==> config.mk <==
export PLATFORM = sky130hd
export DESIGN_NAME = mmbp_host
export DESIGN_NICKNAME = d
export VERILOG_FILES = /design/src/hdl/mmbp_pkg.sv /design/src/hdl/mmbp_host.sv
export SDC_FILE = /design/constraint.sdc
export NUM_CORES = 1
export LEC_CHECK = 0
export ABC_AREA = 1
export BUFFER_PORTS_ARGS = -buffer_cell sky130_fd_sc_hd__buf_2
export CAP_MARGIN = 20
export CORE_MARGIN = 3
export CORE_UTILIZATION = 57
export DETAILED_ROUTE_END_ITERATION = 6
export PLACE_DENSITY = 0.81
export SYNTH_ARGS = -nofsm -noshare
export SYNTH_HDL_FRONTEND = slang
export SYNTH_SLANG_ARGS = --single-unit
==> constraint.sdc <==
create_clock -name clock_in -period 1.75 [get_ports clock_in]
set_input_delay 0.0875 -clock clock_in [delete_from_list [all_inputs] [get_ports clock_in]]
set_output_delay 0.0875 -clock clock_in [all_outputs]
set_load 0.02 [all_outputs]
==> src/hdl/mmbp_pkg.sv <==
// package: constants for the management frame sequencer (host side of the serial port)
package mmbp_pkg;
  localparam int  CLK_PERIOD_NS   = 20;
  localparam int  MIN_PHASE_NS    = 200;
  // least time rounds up to whole clock cycles
  localparam int  MIN_PHASE_CYC   = (MIN_PHASE_NS + CLK_PERIOD_NS - 1) / CLK_PERIOD_NS;
  localparam int  PREAMBLE_BITS   = 32;
  localparam int  HDR_BITS        = 14;     // start, opcode, phy and register address
  localparam int  DATA_BITS       = 16;
  localparam logic [1:0] SOF_CODE = 2'h1;
  localparam logic [1:0] OP_READ  = 2'h2;
  localparam logic [1:0] OP_WRITE = 2'h1;
  localparam logic [1:0] TA_WRITE = 2'h2;
  localparam int  CNT_W           = 6;
  localparam int  PH_W            = 8;
  typedef enum logic [2:0] {
    MMBP_IDLE, MMBP_LOW, MMBP_HIGH, MMBP_SAMPLE, MMBP_DONE
  } mmbp_phase_e;
  typedef enum logic [2:0] {
    MMBP_PRE, MMBP_HDR, MMBP_WTA, MMBP_RZ, MMBP_RTA, MMBP_DATA, MMBP_ENDZ
  } mmbp_field_e;
endpackage

==> src/hdl/mmbp_host.sv <==
// module: host that bit-bangs management frames onto the phy clock and data lines
`timescale 1ns/1ps
// How it works
// - read cycle: clock low, wait, clock high, wait, sample, wait
// - write cycle: clock low, wait, clock high with data, wait
// - z cycle: clock low, wait, clock high, release direction, wait
// - every wait lasts at least 200 ns, counted in clock cycles
// - frame opens with direction set and 32 ones of preamble
// - start of frame sends two bits of value one
// - read frame opcode is two
// - write frame opcode is one
// - five phy address bits then five register address bits
// - read turnaround is z then read; sampled one means no phy
// - sixteen read bits arrive msb first
// - write turnaround sends two bits of value two
// - sixteen write bits go out msb first
// - every frame ends with one z cycle, line released
module mmbp_host
  import mmbp_pkg::*;
#(
  parameter int PHASE_CYC = mmbp_pkg::MIN_PHASE_CYC
) (
  input  wire logic        clock_in,
  input  wire logic        reset_n_in,
  input  wire logic        start_in,
  input  wire logic        is_write_in,
  input  wire logic [4:0]  phy_addr_in,
  input  wire logic [4:0]  reg_addr_in,
  input  wire logic [15:0] wdata_in,
  input  wire logic        mdio_in,
  output logic             mdc_out,
  output logic             mdio_out,
  output logic             mdio_oe_out,
  output logic             busy_out,
  output logic             done_out,
  output logic             no_phy_out,
  output logic [15:0]      rdata_out
);
  import mmbp_pkg::*;

  logic              mdio_s1_r;
  logic              mdio_s2_r;
  mmbp_phase_e       phase_r;
  mmbp_field_e       field_r;
  logic [PH_W-1:0]   wait_r;
  logic [CNT_W-1:0]  cnt_r;
  logic              wr_r;
  logic [13:0]       hdr_r;
  logic [15:0]       wsh_r;
  logic              tx_bit;
  logic              is_read_cyc;
  logic              is_z_cyc;
  logic              last_bit;
  logic              wait_done;

  ////////////////////////////////////////////////////////////////////////
  // two-stage synchroniser for the phy data line
  always_ff @(posedge clock_in) begin
    if (!reset_n_in) begin
      mdio_s1_r <= 1'b0;
      mdio_s2_r <= 1'b0;
    end else begin
      mdio_s1_r <= mdio_in;
      mdio_s2_r <= mdio_s1_r;
    end
  end

  ////////////////////////////////////////////////////////////////////////
  // what the current bit cycle is and which bit it carries
  always_comb begin
    is_read_cyc = (field_r == MMBP_RTA) || (field_r == MMBP_DATA && !wr_r);
    is_z_cyc    = (field_r == MMBP_RZ) || (field_r == MMBP_ENDZ);
    unique case (field_r)
      MMBP_PRE:  tx_bit = 1'b1;
      MMBP_HDR:  tx_bit = hdr_r[13];
      MMBP_WTA:  tx_bit = (cnt_r == '0) ? TA_WRITE[1] : TA_WRITE[0];
      MMBP_DATA: tx_bit = wsh_r[15];
      default:   tx_bit = 1'b0;
    endcase
    unique case (field_r)
      MMBP_PRE:  last_bit = (cnt_r == CNT_W'(PREAMBLE_BITS - 1));
      MMBP_HDR:  last_bit = (cnt_r == CNT_W'(HDR_BITS - 1));
      MMBP_WTA:  last_bit = (cnt_r == CNT_W'(1));
      MMBP_DATA: last_bit = (cnt_r == CNT_W'(DATA_BITS - 1));
      default:   last_bit = 1'b1;
    endcase
    wait_done = (wait_r == '0);
  end

  ////////////////////////////////////////////////////////////////////////
  // bit cycle phases; each wait is a full 200 ns count
  always_ff @(posedge clock_in) begin
    if (!reset_n_in) begin
      phase_r <= MMBP_IDLE;
      wait_r  <= '0;
    end else begin
      unique case (phase_r)
        MMBP_IDLE: if (start_in) begin
          phase_r <= MMBP_LOW;
          wait_r  <= PH_W'(PHASE_CYC - 1);
        end
        MMBP_LOW: if (wait_done) begin
          phase_r <= MMBP_HIGH;
          wait_r  <= PH_W'(PHASE_CYC - 1);
        end else wait_r <= wait_r - 1'b1;
        MMBP_HIGH: if (wait_done) begin
          phase_r <= is_read_cyc ? MMBP_SAMPLE : (
                     (field_r == MMBP_ENDZ) ? MMBP_DONE : MMBP_LOW);
          wait_r  <= PH_W'(PHASE_CYC - 1);
        end else wait_r <= wait_r - 1'b1;
        MMBP_SAMPLE: if (wait_done) begin        // trailing wait
          phase_r <= MMBP_LOW;
          wait_r  <= PH_W'(PHASE_CYC - 1);
        end else wait_r <= wait_r - 1'b1;
        MMBP_DONE: phase_r <= MMBP_IDLE;
        default:   phase_r <= MMBP_IDLE;
      endcase
    end
  end

  ////////////////////////////////////////////////////////////////////////
  // frame field sequencing, advanced at the end of each bit cycle
  logic bit_end;
  assign bit_end = wait_done && ((phase_r == MMBP_SAMPLE) ||
                   (phase_r == MMBP_HIGH && !is_read_cyc));
  always_ff @(posedge clock_in) begin
    if (!reset_n_in) begin
      field_r <= MMBP_PRE;
      cnt_r   <= '0;
      wr_r    <= 1'b0;
      hdr_r   <= '0;
      wsh_r   <= '0;
    end else if (phase_r == MMBP_IDLE && start_in) begin
      field_r <= MMBP_PRE;
      cnt_r   <= '0;
      wr_r    <= is_write_in;
      hdr_r   <= {SOF_CODE, (is_write_in ? OP_WRITE : OP_READ),
                  phy_addr_in, reg_addr_in};
      wsh_r   <= wdata_in;
    end else if (bit_end) begin
      if (field_r == MMBP_HDR) hdr_r <= {hdr_r[12:0], 1'b0};
      if (field_r == MMBP_DATA && wr_r) wsh_r <= {wsh_r[14:0], 1'b0};
      cnt_r <= last_bit ? '0 : cnt_r + 1'b1;
      if (last_bit) begin
        unique case (field_r)
          MMBP_PRE:  field_r <= MMBP_HDR;
          MMBP_HDR:  field_r <= wr_r ? MMBP_WTA : MMBP_RZ;
          MMBP_WTA:  field_r <= MMBP_DATA;
          MMBP_RZ:   field_r <= MMBP_RTA;
          MMBP_RTA:  field_r <= MMBP_DATA;
          MMBP_DATA: field_r <= MMBP_ENDZ;
          MMBP_ENDZ: field_r <= MMBP_ENDZ;
          default:   field_r <= MMBP_PRE;
        endcase
      end
    end
  end

  ////////////////////////////////////////////////////////////////////////
  // pin drive: clock bit, data bit and direction bit as registers
  always_ff @(posedge clock_in) begin
    if (!reset_n_in) begin
      mdc_out     <= 1'b0;
      mdio_out    <= 1'b0;
      mdio_oe_out <= 1'b0;
    end else begin
      if (phase_r == MMBP_IDLE && start_in) begin
        mdc_out     <= 1'b0;
        mdio_oe_out <= 1'b1;
      end else if (phase_r == MMBP_LOW && wait_done) begin
        mdc_out <= 1'b1;
        if (is_z_cyc) mdio_oe_out <= 1'b0;
        else if (!is_read_cyc) mdio_out <= tx_bit;
      end else if (bit_end && !(field_r == MMBP_ENDZ)) begin
        mdc_out <= 1'b0;                          // next cycle opens clock low
      end else if (phase_r == MMBP_DONE) begin
        mdc_out     <= 1'b0;
        mdio_oe_out <= 1'b0;
      end
    end
  end

  ////////////////////////////////////////////////////////////////////////
  // read capture; sampled after the high wait, msb first
  always_ff @(posedge clock_in) begin
    if (!reset_n_in) begin
      rdata_out  <= '0;
      no_phy_out <= 1'b0;
      busy_out   <= 1'b0;
      done_out   <= 1'b0;
    end else begin
      done_out <= (phase_r == MMBP_DONE);
      busy_out <= (phase_r != MMBP_IDLE && phase_r != MMBP_DONE) ||
                  (phase_r == MMBP_IDLE && start_in);
      if (phase_r == MMBP_IDLE && start_in) no_phy_out <= 1'b0;
      if (phase_r == MMBP_HIGH && wait_done && field_r == MMBP_RTA)
        no_phy_out <= mdio_s2_r;
      if (phase_r == MMBP_HIGH && wait_done && field_r == MMBP_DATA && !wr_r)
        rdata_out <= {rdata_out[14:0], mdio_s2_r};
    end
  end

  ////////////////////////////////////////////////////////////////////////
  // checks
  property p_release_on_z;
    @(posedge clock_in) disable iff (!reset_n_in)
    (phase_r == MMBP_LOW && wait_done && is_z_cyc) |=> !mdio_oe_out;
  endproperty
  a_release_on_z: assert property (p_release_on_z) else $error("line not released");
  property p_clock_high;
    @(posedge clock_in) disable iff (!reset_n_in)
    $rose(mdc_out) |-> mdc_out [*8];
  endproperty
  a_clock_high: assert property (p_clock_high) else $error("clock high too short");
  property p_clock_low;
    @(posedge clock_in) disable iff (!reset_n_in)
    ($fell(mdc_out) && busy_out) |-> !mdc_out [*8];
  endproperty
  a_clock_low: assert property (p_clock_low) else $error("clock low too short");
  property p_drive_start;
    @(posedge clock_in) disable iff (!reset_n_in)
    (phase_r == MMBP_IDLE && start_in) |=> mdio_oe_out && !mdc_out;
  endproperty
  a_drive_start: assert property (p_drive_start) else $error("frame not driven");
  property p_preamble_ones;
    @(posedge clock_in) disable iff (!reset_n_in)
    (field_r == MMBP_PRE && $rose(mdc_out)) |-> mdio_out;
  endproperty
  a_preamble_ones: assert property (p_preamble_ones) else $error("preamble bit zero");
  property p_stable_data;
    @(posedge clock_in) disable iff (!reset_n_in)
    (mdc_out && mdio_oe_out) |=> $stable(mdio_out) || $rose(mdc_out);
  endproperty
  a_stable_data: assert property (p_stable_data) else $error("data moved while clock high");
  property p_end_release;
    @(posedge clock_in) disable iff (!reset_n_in)
    done_out |-> !mdio_oe_out && !mdc_out;
  endproperty
  a_end_release: assert property (p_end_release) else $error("frame end not released");
  property p_read_released;
    @(posedge clock_in) disable iff (!reset_n_in)
    (is_read_cyc && mdc_out) |-> !mdio_oe_out;
  endproperty
  a_read_released: assert property (p_read_released) else $error("driving during read");
  c_write: cover property (@(posedge clock_in) done_out && wr_r);
  c_read:  cover property (@(posedge clock_in) done_out && !wr_r && !no_phy_out);
  c_nophy: cover property (@(posedge clock_in) done_out && no_phy_out);
endmodule

; ---- After elaboration in Yosys (flattened, before gate mapping)
; Index checks and enable logic that the tools add are counted.
[totals]
ff_bits = 75
inputBits = 31
out_inout_bits = 22
[classes]
add_sub_neg = 2
eq_ne = 21
muxes = 32
bitwise_logic = 4
n_reduce_logical = 43
[op_table]
columns = cell, n
row1 = $mux W16, 3
row2 = $mux W13, 3
row3 = $mux W3, 6
row4 = $mux W8, 2
row5 = $pmux W8 S2, 1
row6 = $pmux W3 S5, 1
row7 = $eq A3 B2 Y1 const B, 4
row8 = $eq A3 B3 Y1 const B, 4
row9 = $eq A6 B4 Y1 const B, 2
row10 = $logic_and A1 B1 Y1, 12
row11 = $pmux W3 S4, 1
row12 = $mux W1, 11
row13 = $reduce_and A2 Y1, 5
row14 = $reduce_bool A2 Y1, 5
row15 = $reduce_bool A3 Y1, 3
row16 = $logic_not A8 Y1, 1
row17 = $ne A2 B2 Y1 const B, 4
row18 = $pmux W1 S4, 2
row19 = $reduce_and A4 Y1, 2
row20 = $sub A8 B1 Y8 const B, 1
row21 = $add A6 B1 Y6 const B, 1
row22 = $eq A3 B1 Y1 const B, 2
row23 = $eq A6 B1 Y1 const B, 1
row24 = $eq A6 B5 Y1 const B, 1
row25 = 12 further kinds, 24

; ---- Longest topological paths before layout
[depth]
ltp_word = 11
depth_mapped = 12
ltp_nobuf = 12

; ---- Worst setup path before layout
; No wires, ideal clock.
[synth_timing]
path_type = reg2reg
start = register wait_r[0]
end = register rdata_out[12]
setup_ps = 119
arrival_time_ps = 1421
setup_slack_ps = 210
path_stages_with_launch = 11
path_buffers = 1
period_less_slack_ps = 1540
path_cell_list = dfxtp_1 > inv_1 > ha_1 > nand2_1 > nor2_8 > inv_2 > nor2_1 > nand3_1 > buf_2 > o21ai_0 > a21oi_1
[synth_via]
elab_chain_cells = 4
[synth_lines]
columns = item, line
row1 = "start, declared", mmbp_host.sv:45  ; logic [PH_W-1:0] wait_r;
row2 = "start signal, assigned", mmbp_host.sv:100  ; wait_r <= PH_W'(PHASE_CYC - 1);
row3 = "start signal, assigned", mmbp_host.sv:104  ; wait_r <= PH_W'(PHASE_CYC - 1);
row4 = "start signal, assigned", mmbp_host.sv:105  ; end else wait_r <= wait_r - 1'b1;
row5 = $logic_not A8 Y1, mmbp_host.sv:87  ; wait_done = (wait_r == '0);
row6 = $logic_and A1 B1 Y1 (3 in a row), mmbp_host.sv:198  ; if (phase_r == MMBP_HIGH && wait_done && field_r == MMBP_DATA && !wr_r)
row7 = "end signal, assigned", mmbp_host.sv:199  ; rdata_out <= {rdata_out[14:0], mdio_s2_r};
row8 = "end, declared", mmbp_host.sv:37  ; output logic [15:0] rdata_out
; No other way between the ends.
; A chain may end at the register's enable or synchronous reset.

; ---- Worst setup path after layout
[layout_timing]
start = register wait_r[0]
end = register rdata_out[10]
; Same word-level chain as after synthesis.

==> results.toml <==
[run_status]
outcome = "finished clean"

[route]
vias = 3430
drtAntennaViolNets = 0
routed_wl_um = 8150
route.detailed.drc = 0
wl_per_cell_um = 12.3
viasPerCell = 5.18
firstDrtPassIters = 4
drtIter0Drc = 178

[layout]
drive_above_1_share_pct = 21.5
finalNonFillerCells = 662
area_growth_pct = 18.1
multiInputGateArea_um2 = 1860
regArea_um2 = 1510
n_fill_cell = 511
final_cell_area_um2 = 4340
nets = 618
num_antenna_cells = 0

[sta]
finClkSkew_ps = 9.88
setup_tns_ps = 0
setup-violations-final = 0
timing.hold.ws_ps = 63.5
fmax_mhz = 608
worst_pin_slew_ps = 548
maxSlewHeadroom_pct = 63.4
final_max_slew_viol_count = 0
min_period_over_period_pct = 94.1
hold_viol = 0
post-route-min-period_ps = 1650

[yosys]
syn_area_per_cell_um2 = 7.01
seq_area_frac_synth_pct = 40.9
synthTopCellsByArea = "dfxtp_1 (41%), nand2_1 (15%), a21oi_1 (7.2%)"
syn_nets = 559
netlist_top_cells_count = "nand2_1 (145), dfxtp_1 (75), a21oi_1 (53)"
synth_edf_count = 0
synth.cell_area_um2 = 3670
synth_seq_cells = 75
synthCells = 524
synth.distinct_cells = 38
synth_warnings = 0
yosys.cell_count.top_type = "nand2_1"
yosys.area.top_type_share_pct = 40.9
yosys.area.top_type = "dfxtp_1"
synth_flop_cell = "dfxtp_1"
async_reset_ff_share_pct = 0

[pwr]
seq_power_share_pct = 37.5
switching_share_pct = 38.0
power_mw = 5.79
p_per_area_nw_per_um2 = 1330
p_leak_nw = 1.94
clock_power_share_pct = 25.8
internal-power_mw = 3.59
pwr-share-comb_pct = 36.7
peakVddDrop_mv = 1.05
power.switching_mw = 2.20

[setup_path]
worstPathMaxFanout = 32
worstSetupPathType = "reg2reg"
rrSetupSlack_ps = 100
cp_slowest_stage_delay_ps = 340
crit_arrival_ps = 1880
cp_cell_sequence = "inv_1 > ha_1 > nand2_1 > nor2_8 > inv_2 > nor2_2 > nand3_2 > buf_12 > o21ai_0 > a21oi_1"
regToRegStartpoint = "wait_r[0]"
crit_path_end_kind = "flip-flop"
r2r_end = "rdata_out[10]"
r2r_cells = 10
worst-path-stages = 10
startpoint_type = "flip-flop"
crit_slowest_cell = "dfxtp_1"
crit_buf_inv = 3
critical_path_required_ps = 1990
cp_top_family = "simple AND/OR/NAND/NOR gates"

[floorplanning]
die_y_um = 86.3
die_width_um = 86.3
core_area_um2 = 6100
initial_utilization_pct = 60.3
dieArea_um2 = 7440
ios = 53
rows = 28

[clocking]
htree_levels = 3
clock_path_buffers = 2
cts.sinks = 75
worstSkewPairLatency_ps = 350
clkSlewWorstSetupHoldPaths_ps = 80
cts_buffers = 9
cts_tree = "yes"
clockRootBuffer = "clkbuf_8"

[hold_path]
hold_depth = 3
min_to = "wr_r"
hold_start = "is_write_in"
hp-class = "in2reg"

[global_routing]
grt_pass1_vias = 3232
grt_max_degree = 33
antenna_found_initial = 0
grt_usage_pct = 22.9
grt.busiest_layer = "met2"
use_met1_pct = 28.4
grt_pass1_wl_um = 14000
use_met3_pct = 5.99
use_met2_pct = 39.1
grt.overflow.total = 0

[place]
place_hpwl_um = 5650
post-place-cells = 642
place_area_um2 = 4040
port_buffers = 52
gp_congestion = 0.840

[job]
max_cap_viol_count = 0
-- how the worst max path moves through the flow --
stage          startpoint            end  slack, ps
2_1_floorplan   wait_r[0]  rdata_out[12]        210
3_3_place_gp    wait_r[0]   rdata_out[4]        110
3_5_place_dp    wait_r[0]   rdata_out[4]         20
4_1_cts         wait_r[0]   rdata_out[4]          9
5_1_grt         wait_r[0]  rdata_out[10]       -0.2
6_report        wait_r[0]  rdata_out[10]        100
-- flip-flops by register name (all words and copies together), names as in the netlist --
name         cells
rdata_out       16
wsh_r           16
hdr_r           14
wait_r           8
cnt_r            6
field_r          3
phase_r          3
busy_out         1
done_out         1
mdc_out          1
mdio_oe_out      1
mdio_out         1
mdio_s1_r        1
mdio_s2_r        1
no_phy_out       1
wr_r             1
-- routing by layer --
metal | wire length (um) | vias to the layer above | share of wire, %
li1 | - | 1802 | -
met1 | 3600 | 1551 | 44
met2 | 4110 | 65 | 50
met3 | 322 | 12 | 4.0
met4 | 118 | 0 | 1.4
met5 | 0 | - | 0
-- logic make-up after synthesis --
family	after synthesis	synth area share, %
AOI/OAI and AO/OA	96	14.1
xor gates and xnor gates	2	0.477
and+or+nand+nor	271	34.2
buffers and inverters	76	9.03
DFF	75	40.9
adders and majority gates	4	1.36
-- cell type report --
type / count / area share (%)
Multi-Input combinational cell: 373 / 42.9
Timing Repair Buffer: 69 / 10.3
Clock inverter: 5 / 1.96
Inverter: 55 / 4.87
Sequential cell: 75 / 34.7
Tap cell: 75 / 2.16
Clock buffer: 10 / 3.17
-- cells in the final DEF, fill, tap and decap left out, types with 3 or more instances in the layout --
cell type,count
o21ai_1,3
nor2_1,42
nand3_1,44
nand3_4,4
nand2_4,5
inv_2,4
buf_4,10
inv_1,50
dfxtp_2,3
o21ai_0,27
clkbuf_8,10
nand2_1,144
nand2_2,12
dlygate4sd3_1,3
nand4_1,4
ha_1,4
buf_2,52
dfxtp_1,72
buf_12,4
nor2_2,5
a21oi_2,5
nor2_4,3
a21oi_1,53
-- through the flow --
step | worst slack [ps] | util, %
floorplan | 210 | -
global placement | 110 | 66.2
detailed placement | 18.4 | 66.2
CTS | 9.48 | 70.3
global route | -0.229 | 71.2
finish | 104 | 71.2
-- power groups by stage --
stage / sequential, mW / clock (mW) / combinational (mW)
6_report: 2.17 / 1.49 / 2.12
5_1_grt: 2.20 / 1.59 / 2.41
4_1_cts: 2.16 / 1.52 / 2.07
3_5_place_dp: 2.20 / 0 / 2.05
3_3_place_gp: 2.19 / 0 / 2.00
2_1_floorplan: 2.19 / 0 / 1.62
-- what timing repair did --
item,in CTS,in global routing
hold endpoints to repair,3,0
hold buffers,3,0
gates resized for setup,0,12
setup endpoints to repair,0,32
setup buffers,0,2
-- tightest hold or removal path, cell delays in order --
cell,delay (ps)
buf_2,90
nand2_1,80
o22ai_1,100
Note: power is estimated with default switching activity, not from simulation.
